File: src/design/fault_test_pkg.sv
// shared constants for the fault test load and linkage logic
package fault_test_pkg;
	localparam int DATA_W      = 32;
	localparam int PAR_W       = 4;
	localparam int WORD_W      = DATA_W + PAR_W;
	localparam int ADDR_W      = 24;
	localparam int CSA_W       = 12;
	// linkage word field positions
	localparam int LW_SEQ_LO   = 0;
	localparam int LW_SEQ_HI   = 2;
	localparam int LW_SES_BIT  = 4;
	localparam int LW_PSS_BIT  = 5;
	localparam int LW_SUP_BIT  = 6;
	localparam int LW_IOM_BIT  = 7;
	localparam int LW_CSA_LO   = 19;
	localparam int LW_CSA_HI   = 30;
	// emit value qualifying the scan control order
	localparam logic [3:0] EMIT_SCAN_SET = 4'h8;
	// storage address of the exit linkage word
	localparam logic [ADDR_W-1:0] EXIT_LW_ADDR = 24'h000080;
	// control store entry that returns to instruction fetch
	localparam logic [CSA_W-1:0] IFETCH_ENTRY = 12'hfb9;
	localparam logic [ADDR_W-1:0] WORD_STEP  = 24'h000004;
	localparam logic [ADDR_W-1:0] START_ADDR = 24'h000004;
	localparam logic [ADDR_W-1:0] LOAD_BASE  = 24'h000000;
	// bits are numbered from the left, bit 0 is the most significant
	function automatic int msb(input int b);
		return DATA_W - 1 - b;
	endfunction
	// loader states, gray along the pair path
	typedef enum logic [2:0] {
		L_IDLE  = 3'b000,
		L_WAIT1 = 3'b001,
		L_WR1   = 3'b011,
		L_WAIT2 = 3'b010,
		L_RD2   = 3'b110,
		L_WR2   = 3'b111,
		L_DONE  = 3'b101
	} load_state_t;
	// test sequencer states
	typedef enum logic [2:0] {
		T_IDLE = 3'b000,
		T_SCAN = 3'b001,
		T_CLK  = 3'b011,
		T_WR   = 3'b010,
		T_RD   = 3'b110,
		T_MASK = 3'b111,
		T_EXP  = 3'b101
	} test_state_t;
endpackage

File: src/design/fault_test_load_and_linkage.sv
// linkage word application, scan test sequencing and alternate loader
`timescale 1ns/100ps
module fault_test_load_and_linkage
	import fault_test_pkg::*;
#(
	parameter int CYCLE_W = 8          // width of clock advance count
)
(
	// clock and reset
	input  wire logic              clk,
	input  wire logic              rst,
	// microorders from the control store word
	input  wire logic              scanControlOrder,
	input  wire logic [3:0]        emitField,
	input  wire logic              scanToCsaOrder,
	input  wire logic              ioModeOrder,
	input  wire logic              exitInstr,
	input  wire logic [DATA_W-1:0] exitLinkWord,
	input  wire logic              fetchNextLink,
	// fault test sequence
	input  wire logic              testStart,
	input  wire logic [CYCLE_W-1:0] testCycles,
	input  wire logic [DATA_W-1:0] patternWord,
	input  wire logic [DATA_W-1:0] stateWord,
	input  wire logic [DATA_W-1:0] maskWord,
	input  wire logic [DATA_W-1:0] expectedWord,
	// loader start and channel side
	input  wire logic              loadStart,
	input  wire logic              useSeek,
	input  wire logic              chanReq,
	input  wire logic [DATA_W-1:0] chanBufWord,
	input  wire logic [PAR_W-1:0]  chanBufPar,
	input  wire logic              chanEnd,
	// main storage
	input  wire logic [WORD_W-1:0] storeRdata,
	output logic                   storeSelect,
	output logic                   storeWrite,
	output logic [ADDR_W-1:0]      storeAddr,
	output logic [WORD_W-1:0]      storeWdata,
	// channel control
	output logic                   chanStart,
	output logic                   chanSeekCmd,
	output logic                   chanClock,
	// processor state seen by the rest of the machine
	output logic [DATA_W-1:0]      storage_data_reg_q,
	output logic [ADDR_W-1:0]      instruction_address_reg_q,
	output logic [CSA_W-1:0]       control_store_address_reg_q,
	output logic [2:0]             seqCounter_q,
	output logic [3:0]             seqStats_q,
	output logic                   storage_enable_stat_q,
	output logic                   progressive_scan_stat_q,
	output logic                   supervisory_stat_q,
	output logic                   io_mode_stat_q,
	output logic                   seqCounterMode_q,
	output logic                   mainStoreMode_q,
	output logic                   maintMode_q,
	output logic                   loadCheck_q,
	output logic                   loadStalled,
	output logic                   scanInEnable,
	output logic                   clockAdvance,
	output logic                   testDone_q,
	output logic                   testPass
);
	// refused at elaboration: the countdown compare needs at least one bit
	if (CYCLE_W < 1 || CYCLE_W > 16) begin
		$error("CYCLE_W out of range");
	end

	load_state_t ld_q;                 // loader state
	test_state_t ts_q;                 // test sequencer state
	logic [CYCLE_W-1:0] cyc_q;         // clock advance countdown
	logic [PAR_W-1:0] genPar;          // parity made by the processor
	logic parOk;                       // channel parity agrees with ours
	logic maskOk;                      // first test result
	logic lwEnter;                     // linkage word applied this cycle
	logic [DATA_W-1:0] sdrNext;        // next storage data value
	logic stalled;                     // channel ended mid pair

	parity_gen u_par (
		.data (chanBufWord),
		.par  (genPar)
	);

	fault_test_check u_chk (
		.clk      (clk),
		.rst      (rst),
		.response (storage_data_reg_q),
		.maskWord (maskWord),
		.expected (expectedWord),
		.doMask   (ts_q == T_MASK),
		.doExpect (ts_q == T_EXP),
		.maskOk   (maskOk),
		.pass     (testPass)
	);

	// channel parity compared against ours as the second check
	assign parOk = (genPar == chanBufPar);
	// an end of data after only the first word of a pair hangs up
	assign stalled = (ld_q == L_WAIT2) && chanEnd;
	assign lwEnter = exitInstr | fetchNextLink;

	// storage data register source selection
	always_comb begin
		sdrNext = storage_data_reg_q;
		if (exitInstr) begin
			sdrNext = exitLinkWord;
		end else if (fetchNextLink) begin
			sdrNext = storeRdata[WORD_W-1 -: DATA_W];
		end else if (ld_q == L_WAIT1 && chanReq) begin
			sdrNext = chanBufWord;
		end else if (ld_q == L_RD2) begin
			// first word from storage or'ed with the held second word
			sdrNext = storeRdata[WORD_W-1 -: DATA_W] | storage_data_reg_q;
		end else if (ld_q == L_WAIT2 && chanReq) begin
			sdrNext = chanBufWord;
		end else if (ts_q == T_WR) begin
			sdrNext = stateWord;
		end else if (ts_q == T_RD) begin
			sdrNext = storeRdata[WORD_W-1 -: DATA_W];
		end else if (ts_q == T_SCAN) begin
			sdrNext = patternWord;
		end
	end

	// storage data register
	always_ff @(posedge clk or posedge rst) begin
		if (rst) begin
			storage_data_reg_q <= '0;
		end else begin
			storage_data_reg_q <= sdrNext;
		end
	end

	// parity held for the stored word, or'ed over the pair
	logic [PAR_W-1:0] parAcc_q;
	always_ff @(posedge clk or posedge rst) begin
		if (rst) begin
			parAcc_q <= '0;
		end else if (ld_q == L_WAIT1 && chanReq) begin
			parAcc_q <= genPar;
		end else if (ld_q == L_WAIT2 && chanReq) begin
			parAcc_q <= parAcc_q | genPar;
		end else if (ld_q == L_RD2) begin
			parAcc_q <= parAcc_q | storeRdata[PAR_W-1:0];
		end
	end

	// control store address only from the dedicated scan path order
	always_ff @(posedge clk or posedge rst) begin
		if (rst) begin
			control_store_address_reg_q <= '0;
		end else if (scanToCsaOrder) begin
			control_store_address_reg_q <=
				storage_data_reg_q[msb(LW_CSA_LO) -: CSA_W];
		end
	end

	// counter and three stats set together by the qualified scan order
	always_ff @(posedge clk or posedge rst) begin
		if (rst) begin
			storage_enable_stat_q   <= 1'b0;
			progressive_scan_stat_q <= 1'b0;
			supervisory_stat_q      <= 1'b0;
		end else if (scanControlOrder && emitField == EMIT_SCAN_SET) begin
			storage_enable_stat_q   <= storage_data_reg_q[msb(LW_SES_BIT)];
			progressive_scan_stat_q <= storage_data_reg_q[msb(LW_PSS_BIT)];
			supervisory_stat_q      <= storage_data_reg_q[msb(LW_SUP_BIT)];
		end
	end

	// io mode stat has an order of its own
	always_ff @(posedge clk or posedge rst) begin
		if (rst) begin
			io_mode_stat_q <= 1'b0;
		end else if (ioModeOrder) begin
			io_mode_stat_q <= storage_data_reg_q[msb(LW_IOM_BIT)];
		end
	end

	// maintenance mode: entered by exit, left on the fetch entry address
	always_ff @(posedge clk or posedge rst) begin
		if (rst) begin
			maintMode_q <= 1'b0;
		end else if (exitInstr) begin
			maintMode_q <= 1'b1;
		end else if (scanToCsaOrder && storage_data_reg_q[msb(LW_CSA_LO) -:
				CSA_W] == IFETCH_ENTRY) begin
			maintMode_q <= 1'b0;
		end
	end

	// loader sequence; stalled state is absorbing until reset or restart
	always_ff @(posedge clk or posedge rst) begin
		if (rst) begin
			ld_q <= L_IDLE;
		end else if (loadStart) begin
			ld_q <= L_WAIT1;
		end else begin
			case (ld_q)
			L_WAIT1: begin
				if (chanEnd) begin
					ld_q <= L_DONE;
				end else if (chanReq) begin
					ld_q <= L_WR1;
				end
			end
			L_WR1:   ld_q <= L_WAIT2;
			L_WAIT2: begin
				if (chanReq && !chanEnd) begin
					ld_q <= L_RD2;
				end
			end
			L_RD2:   ld_q <= L_WR2;
			L_WR2:   ld_q <= L_WAIT1;
			default: ld_q <= ld_q;
			endcase
		end
	end

	// sequence counter and stats mirror the loader; frozen on a stall unless the qualified scan order loads the counter
	always_ff @(posedge clk or posedge rst) begin
		if (rst) begin
			seqCounter_q <= '0;
			seqStats_q   <= '0;
		end else if (scanControlOrder && emitField == EMIT_SCAN_SET) begin
			seqCounter_q <= storage_data_reg_q[msb(LW_SEQ_LO) -: 3];
		end else if (stalled) begin
			seqCounter_q <= seqCounter_q;
		end else if (ld_q != L_IDLE && ld_q != L_DONE) begin
			seqCounter_q <= seqCounter_q + 3'h1;
			seqStats_q   <= {ld_q == L_WAIT1, ld_q == L_WR1,
				ld_q == L_RD2, ld_q == L_WR2};
		end
	end

	// mode triggers and parity check indicator
	always_ff @(posedge clk or posedge rst) begin
		if (rst) begin
			seqCounterMode_q <= 1'b0;
			mainStoreMode_q  <= 1'b0;
			loadCheck_q      <= 1'b0;
		end else if (loadStart) begin
			seqCounterMode_q <= 1'b1;
			mainStoreMode_q  <= 1'b0;
			loadCheck_q      <= 1'b0;
		end else begin
			if ((ld_q == L_WAIT1 || ld_q == L_WAIT2) && chanReq && !parOk)
				loadCheck_q <= 1'b1;
			if (ld_q == L_WAIT1 && chanEnd) begin
				seqCounterMode_q <= 1'b0;
				mainStoreMode_q  <= 1'b1;
			end
		end
	end

	// instruction address: one step below the load base at load, stepped per pair, linkage stream
	always_ff @(posedge clk or posedge rst) begin
		if (rst) begin
			instruction_address_reg_q <= '0;
		end else if (loadStart) begin
			// first increment lands the first pair at location zero
			instruction_address_reg_q <= LOAD_BASE - WORD_STEP;
		end else if (ld_q == L_WAIT1 && chanReq && !chanEnd) begin
			instruction_address_reg_q <=
				instruction_address_reg_q + WORD_STEP;
		end else if (ld_q == L_WAIT1 && chanEnd) begin
			instruction_address_reg_q <= START_ADDR;
		end else if (lwEnter) begin
			// exit or linkage fetch: step to the next fullword
			instruction_address_reg_q <=
				instruction_address_reg_q + WORD_STEP;
		end
	end

	// test sequencer: scan in, clock advance, store, read, two tests
	always_ff @(posedge clk or posedge rst) begin
		if (rst) begin
			ts_q  <= T_IDLE;
			cyc_q <= '0;
		end else begin
			case (ts_q)
			T_IDLE: begin
				if (testStart) begin
					ts_q <= T_SCAN;
				end
			end
			T_SCAN: begin
				cyc_q <= testCycles;
				ts_q  <= (testCycles == '0) ? T_WR : T_CLK;
			end
			T_CLK: begin
				cyc_q <= cyc_q - 1'b1;
				if (cyc_q == {{(CYCLE_W-1){1'b0}}, 1'b1}) begin
					ts_q <= T_WR;
				end
			end
			T_WR:    ts_q <= T_RD;
			T_RD:    ts_q <= T_MASK;
			T_MASK:  ts_q <= T_EXP;
			default: ts_q <= T_IDLE;
			endcase
		end
	end

	// done flag pulses after the expected test
	always_ff @(posedge clk or posedge rst) begin
		if (rst) begin
			testDone_q <= 1'b0;
		end else begin
			testDone_q <= (ts_q == T_EXP);
		end
	end

	// storage port driving
	always_comb begin
		storeSelect = 1'b0;
		storeWrite  = 1'b0;
		storeAddr   = instruction_address_reg_q;
		storeWdata  = {storage_data_reg_q, parAcc_q};
		if (exitInstr) begin
			storeSelect = 1'b1;
			storeWrite  = 1'b1;
			storeAddr   = EXIT_LW_ADDR;
			storeWdata  = {exitLinkWord, {PAR_W{1'b0}}};
		end else if (ld_q == L_WR1 || ld_q == L_WR2) begin
			storeSelect = 1'b1;
			storeWrite  = 1'b1;
		end else if (ld_q == L_RD2 || fetchNextLink || ts_q == T_RD) begin
			storeSelect = 1'b1;
		end else if (ts_q == T_WR) begin
			storeSelect = 1'b1;
			storeWrite  = 1'b1;
			storeWdata  = {stateWord, {PAR_W{1'b0}}};
		end
	end

	// channel simulation and clocking
	assign chanStart    = loadStart;
	assign chanSeekCmd  = loadStart & useSeek;
	assign chanClock    = (ld_q == L_WAIT1 || ld_q == L_WAIT2) && !stalled;
	assign loadStalled  = stalled;
	assign scanInEnable = (ts_q == T_SCAN);
	assign clockAdvance = (ts_q == T_CLK);
endmodule

File: src/design/parity_gen.sv
// byte parity generator, odd parity per byte
`timescale 1ns/100ps
module parity_gen
	import fault_test_pkg::*;
(
	// data in
	input  wire logic [DATA_W-1:0] data,
	// parity out, one bit per byte
	output logic      [PAR_W-1:0]  par
);
	// odd parity so an all-zero byte still carries a one
	always_comb begin
		for (int i = 0; i < PAR_W; i++) begin
			par[PAR_W-1-i] = ~^data[DATA_W-1-8*i -: 8];
		end
	end
endmodule

File: src/design/fault_test_check.sv
// scan-out response check: or with mask, then compare expected
`timescale 1ns/100ps
module fault_test_check
	import fault_test_pkg::*;
(
	// clock and reset
	input  wire logic              clk,
	input  wire logic              rst,
	// response and reference words
	input  wire logic [DATA_W-1:0] response,
	input  wire logic [DATA_W-1:0] maskWord,
	input  wire logic [DATA_W-1:0] expected,
	// steps of the check
	input  wire logic              doMask,
	input  wire logic              doExpect,
	// results
	output logic                   maskOk,
	output logic                   pass
);
	logic [DATA_W-1:0] ored_q;         // masked response held for the second test

	// first test: masked bits forced to one, all ones means no fault seen
	always_ff @(posedge clk or posedge rst) begin
		if (rst) begin
			ored_q <= '0;
			maskOk <= 1'b0;
		end else if (doMask) begin
			ored_q <= response | maskWord;
			maskOk <= &(response | maskWord);
		end
	end

	// second test against the expected response, masked positions ignored
	always_ff @(posedge clk or posedge rst) begin
		if (rst) begin
			pass <= 1'b0;
		end else if (doExpect) begin
			pass <= (ored_q == (expected | maskWord));
		end
	end
endmodule

File: config.mk
export PLATFORM = sky130hd
export DESIGN_NAME = fault_test_load_and_linkage
export DESIGN_NICKNAME = d
export VERILOG_FILES = /design/src/design/fault_test_pkg.sv /design/src/design/fault_test_load_and_linkage.sv /design/src/design/parity_gen.sv /design/src/design/fault_test_check.sv
export SDC_FILE = /design/constraint.sdc
export NUM_CORES = 1
export LEC_CHECK = 0
export BUFFER_PORTS_ARGS = -buffer_cell sky130_fd_sc_hd__buf_2
export CORE_AREA = 2 2 158 160
export CTS_CLUSTER_DIAMETER = 40
export DETAILED_ROUTE_END_ITERATION = 7
export DIE_AREA = 0 0 160 162
export HOLD_SLACK_MARGIN = 0.15
export PLACE_DENSITY_LB_ADDON = 0.15
export SLEW_MARGIN = 20
export SYNTH_ARGS = -nofsm -noshare
export SYNTH_HDL_FRONTEND = slang
export SYNTH_SLANG_ARGS = --single-unit
File: constraint.sdc
create_clock -name clk -period 5.1 [get_ports clk]
set_clock_uncertainty 0.05 [all_clocks]
set_input_delay 1.53 -clock clk [delete_from_list [all_inputs] [get_ports clk]]
set_output_delay 1.53 -clock clk [all_outputs]
set_load 0.005 [all_outputs]
# [Word level (Yosys, flattened, before mapping)]
# Index checks and enable logic that the tools add are counted.
[totals] ff_bits=135 in_bits=256
[classes] n_addsub=3 n_eq_ne=22 muxes=48 bitwise_logic=9 n_reduce_logical=39
[ops] operator="$mux W32" count=8
[ops] operator="$mux W36" count=4
[ops] operator="$mux W24" count=5
[ops] operator="$or A32 B32 Y32" count=3
[ops] operator="$eq A32 B32 Y1" count=1
[ops] operator="$reduce_xnor A8 Y1" count=4
[ops] operator="$mux W3" count=9
[ops] operator="$add A24 B3 Y24 const B" count=1
[ops] operator="$pmux W3 S6" count=1
[ops] operator="$mux W1" count=16
[ops] operator="$pmux W8 S2" count=1
[ops] operator="$eq A3 B3 Y1 const B" count=5
[ops] operator="$pmux W3 S5" count=1
[ops] operator="$eq A12 B12 Y1 const B" count=1
[ops] operator="$eq A3 B2 Y1 const B" count=4
[ops] operator="$logic_and A1 B1 Y1" count=12
[ops] operator="$mux W4" count=3
[ops] operator="$reduce_bool A2 Y1" count=5
[ops] operator="$eq A8 B1 Y1 const B" count=1
[ops] operator="$logic_not A8 Y1" count=1
[ops] operator="$or A4 B4 Y4" count=2
[ops] operator="$reduce_bool A8 Y1" count=1
[ops] operator="$sub A8 B1 Y8 const B" count=1
[ops] operator="$eq A3 B1 Y1 const B" count=2
[ops] operator="other kinds (19)" count=29

# [Logic depth before layout (Yosys ltp)]
[depth] word_depth=9 depth_mapped=9

# [Modules after synthesis]
# A second synthesis with hierarchy kept.
[unflattened] hier_cells=1146 area_unflattened_um2=9982.1
[modules_own_cells] mod="fault_test_load_and_linkage" n_inst=1 cells_per_inst=890 area_each_um2=7878.8 seq_area_each_um2=2502.4
[modules_own_cells] mod="fault_test_check" n_inst=1 cells_per_inst=228 area_each_um2=1858.0 seq_area_each_um2=850.8
[modules_own_cells] mod="parity_gen" n_inst=1 cells_per_inst=28 area_each_um2=245.2 seq_area_each_um2=0.0

# [Worst setup path after synthesis]
# Ideal clock, no wire load.
[synth_path] path_type="in2out" start="in fetchNextLink" end="out storeWdata[33]" t_arrival_ps=2611 setup_slack_ps=909 cell_stages=6 path_buffers=2 cell_sequence="clkbuf_1 -> nor3_2 -> nand2_2 -> buf_2 -> mux2i_1 -> o21ai_0"
[synth_via] elab_chain_len=5
[synth_rtl] element="start, declared" line_no="fault_test_load_and_linkage.sv:19" source="input wire logic fetchNextLink,"
[synth_rtl] element="$logic_or A1 B1 Y1 (2 in a row)" line_no="fault_test_load_and_linkage.sv:328" source="end else if (ld_q == L_RD2 || fetchNextLink || ts_q == T_RD) begin"
[synth_rtl] element="$mux W36" line_no="fault_test_load_and_linkage.sv:328"
[synth_rtl] element="$mux W36" line_no="fault_test_load_and_linkage.sv:325" source="end else if (ld_q == L_WR1 || ld_q == L_WR2) begin"
[synth_rtl] element="$mux W36" line_no="fault_test_load_and_linkage.sv:320" source="if (exitInstr) begin"
[synth_rtl] element="end, declared" line_no="fault_test_load_and_linkage.sv:39" source="output logic [WORD_W-1:0] storeWdata,"
# No other way between the ends.

# [Final worst setup path]
[layout_path] start="in fetchNextLink" end="out storeWdata[6]"
# Same word-level chain as after synthesis.

==> results list <==
- Die area: 0.0259 mm^2
* Pin count of the biggest net entering global routing: 70
- The cell count after synthesis came out at 1132.
- Vias per inst: 5.37
- Number of buffers added on ports: 404
* Initial antenna violation count: 14
- In this run the static leakage power is 0.00597 uW.
- The finished cells cover 0.0122 mm^2.
- Synth warnings: 0
* Via count of the first global-routing pass: 9460
* Crit path largest cell delay: 0.26 ns
- After detailed routing, the number of remaining DRC violations is 0.
- Post-synthesis sequential area ratio: 0.358
* Ys flop type: sky130_fd_sc_hd__dfrtp_1
- Area growth syn-to-layout: 31.2%
- Crit path buffers/inverters: 4
- The critical path is of the input port to primary output type.
* Highest net fanout along the worst path: 21
- On the critical path the largest part of the delay comes from buffers and inverters.
* Row count: 57
- Remaining max-slew budget at the tightest pin: 0.390
- The critical path goes through buf_2 > nor3_2 > nand2_2 > buf_12 > buf_4 > mux2i_1 > o21ai_0 > buf_2.
* Crit path launch type: input port
* Number of hold-slack violations in the final timing report: 0
- Total number of H-tree levels: 4
* Setup repair after global routing missed its margin: no
- Transition at the pin with the smallest max-transition slack: 0.913 ns
- Util after Layout: 0.506
- At the worst endpoint, the arrival time is 3.07 ns.
* Required time of the critical path: 3.52 ns
- Clock Root Buffer: sky130_fd_sc_hd__clkbuf_16
- For this block, the via count after detailed routing is 9898.
* Total Neg Setup Slack: 0 ns
- Total Nets Final: 1755
* Post-synth top area cell: sky130_fd_sc_hd__dfrtp_1
* Horizontal die dimension: 160 um
- Synthesis instantiated 60 different standard cells from the library.
- Residual overflow from global routing: 0
- Cts hold-fix bufs: 0
* Worst IR drop on VDD: 0.224 mV
- Result of the run: completed
* Number of synthesized register bits: 133
- The wire-length estimate of the detail-placed layout is 27.9 mm.
* Fraction of final layout cells with drive strength greater than 1: 0.325
- Total clock sinks: 133
- In this run the count of I/O pins placed on the die edge is 409.
* Number of antenna-violating nets in the routed design: 0
* Overall power after layout: 5400 uW
- Instance area at placement: 0.0115 mm^2
- For met1 alone, demand over resource in global routing was 0.367.
* Most common cell on crit path: sky130_fd_sc_hd__buf_2
* Clock Path Buffers: 2
- The number of slew-limit violations in the final report came to 0.
* Portion of synthesized cell area occupied by the leading cell type: 0.358
- Drt pass-1 iters: 5
- Clock insertion delay at the later pin of the skew report: 0.43 ns
- Post-Route WL: 37.9 mm
* Met3 global-route usage: 0.0587
- STA classifies the critical path endpoint as a primary output.
- Post-synthesis cell area: 0.00929 mm^2
* First-pass GRT wire length: 56.3 mm
- Final min period: 4.65 ns
* Worst min-delay path category: flop to flop
- Final setup violation count: 0
- Wire length per cell: 20.6 um
- Averaged over all synthesized cells, the footprint is 8.21 um^2.
- Die span in y: 162 um
- CTS tree: yes
- Core Footprint: 0.0241 mm^2
* Post-CTS repair timing setup buffer count: 0
- GRT busiest layer: met2
- Based on the critical path, the design can be clocked at up to 215 MHz.
* CTS buffer count: 17
- Dividing the final minimum period by the clock period gives 0.913.
* Number of enable-type register cells in the synthesized netlist: 0
* Most area-consuming cells after synthesis: sky130_fd_sc_hd__dfrtp_1 (36%), sky130_fd_sc_hd__nor2_1 (7.9%), sky130_fd_sc_hd__xnor2_1 (6.9%)
- After synthesis, the share of flip-flops with an asynchronous set or reset is 1.00.
- Slowest-stage cell, CP: sky130_fd_sc_hd__buf_12
- Dividing total power by cell area gives a power density of 443 mW/mm^2.
* CTS clock-pin slew for the worst setup and hold paths: 0.07 ns
- Total of cells resized after clock tree synthesis: 0
- Routability-driven placement congestion ratio: 0.932
* Detailed router's first-iteration violation count: 718
- For this run, the total global-route usage over all layers was measured as 0.285.
- Initial core utilization: 0.385
- Number of maximum-capacitance constraint violations: 0
- Global routing met2 resource utilization: 0.481
==> layout by cell type, fill, tap and decap left out, types with 27 or more instances in the layout <==
cell type / instances
sky130_fd_sc_hd__a211oi_1: 27
sky130_fd_sc_hd__nor2_1: 195
sky130_fd_sc_hd__a221o_1: 31
sky130_fd_sc_hd__nand2_1: 95
sky130_fd_sc_hd__o21ai_0: 103
sky130_fd_sc_hd__buf_2: 403
sky130_fd_sc_hd__xnor2_1: 73
sky130_fd_sc_hd__dfrtp_1: 132
sky130_fd_sc_hd__mux2i_1: 60
sky130_fd_sc_hd__a21oi_1: 55
sky130_fd_sc_hd__a31oi_1: 31
sky130_fd_sc_hd__inv_1: 39
==> worst reg2reg max path, stage by stage, from the launching register on <==
cell and delay (ns):
sky130_fd_sc_hd__dfrtp_1 0.56, sky130_fd_sc_hd__nor2b_2 0.33, sky130_fd_sc_hd__o21a_1 0.54, sky130_fd_sc_hd__buf_4 0.43
sky130_fd_sc_hd__o22ai_1 0.16, sky130_fd_sc_hd__a221o_1 0.32, sky130_fd_sc_hd__nand3_1 0.08, sky130_fd_sc_hd__a31oi_1 0.10
==> path summary, 6_finish.rpt <==
check	from	slack (ns)	cells after the start	endpoint
worst max register to register	ld_q[1]$_DFFE_PP0P_	2.38	7	storage_data_reg_q[28]$_DFFE_PP0P_
worst max-delay path	fetchNextLink	0.45	8	storeWdata[6]
worst min register to register	seqCounterMode_q$_DFFE_PP0P_	0.45	1	seqCounterMode_q$_DFFE_PP0P_
min in group asynchronous	rst	1.23	2	parAcc_q[3]$_DFFE_PP0P_
max in group asynchronous	rst	2.84	3	u_chk.ored_q[22]$_DFFE_PP0N_
worst min-delay path	seqCounterMode_q$_DFFE_PP0P_	0.45	1	seqCounterMode_q$_DFFE_PP0P_
==> cell type report <==
class,count,area (um^2)
flip-flops and latches,133,3330
clock buffers,19,443
clock inverters,13,194
diodes,10,25.0
fillers,2388,11900
repair buffers,425,2220
well taps,324,405
multi-input cells,877,5420
inverters,41,158
==> per-layer routing <==
metal | up-vias | share of wire
met2 | 436 | 0.48
li1 | 4708 | -
met3 | 56 | 0.075
met4 | 4 | 0.021
met5 | - | 0.00071
met1 | 4694 | 0.42
==> per-stage QoR <==
| stage | std cells | hold WS, ns | worst slack [ns] |
|---|---|---|---|
| after floorplan | 1135 | 0.417 | 0.909 |
| after CTS | 1832 | 0.444 | 0.420 |
| after detailed placement | 1800 | 0.426 | 0.421 |
| after global placement | 1800 | 0.404 | 0.466 |
| final | 1842 | 0.448 | 0.446 |
| after global routing | 1839 | 0.451 | 0.327 |
==> cells in the mapped netlist (5+ instances only) <==
library cell	n
sky130_fd_sc_hd__nor2_1	195
sky130_fd_sc_hd__dfrtp_1	133
sky130_fd_sc_hd__o21ai_0	103
sky130_fd_sc_hd__nand2_1	95
sky130_fd_sc_hd__xnor2_1	73
sky130_fd_sc_hd__mux2i_1	60
sky130_fd_sc_hd__a21oi_1	55
sky130_fd_sc_hd__clkbuf_1	43
sky130_fd_sc_hd__inv_1	40
sky130_fd_sc_hd__a221o_1	31
sky130_fd_sc_hd__a31oi_1	31
sky130_fd_sc_hd__a211oi_1	27
sky130_fd_sc_hd__nor2b_1	24
sky130_fd_sc_hd__a21o_1	21
sky130_fd_sc_hd__mux2_2	19
sky130_fd_sc_hd__nand3_1	16
sky130_fd_sc_hd__buf_2	15
sky130_fd_sc_hd__buf_4	14
sky130_fd_sc_hd__nand2b_1	12
sky130_fd_sc_hd__and3_1	11
sky130_fd_sc_hd__nand4_1	11
sky130_fd_sc_hd__nor4_1	11
sky130_fd_sc_hd__xor2_1	11
sky130_fd_sc_hd__o22ai_1	9
sky130_fd_sc_hd__buf_6	7
sky130_fd_sc_hd__nor4bb_1	7
sky130_fd_sc_hd__and2_1	5
==> sequential cells by signal, indices dropped and copies added (netlist names), 3 cells and up <==
signal and count:
storage_data_reg_q 32, u_chk.ored_q 32, instruction_address_reg_q 22, control_store_address_reg_q 12
cyc_q 8, parAcc_q 4, seqStats_q 4, ld_q 3
seqCounter_q 3, ts_q 3
==> power by group <==
part           leakage, uW  switching, uW  internal [uW]  total [uW]
registers          0.00154            420           1410        1830
logic              0.00412           1200           1000        2200
clock network     0.000309            524            841        1360
total              0.00597           2140           3250        5400
==> cells by family after synthesis <==
group	after synthesis	share of synthesized area
multiplexers	79	0.0877
AO/OA/AOI/OAI	303	0.208
AND/OR/NAND/NOR	403	0.197
XOR/XNOR	84	0.0792
adder cells (fa/ha/maj)	4	0.00539
other	1	0.000404
buffers and inverters	125	0.0640
flip-flops	133	0.358
(Power assumes the default switching activity.)
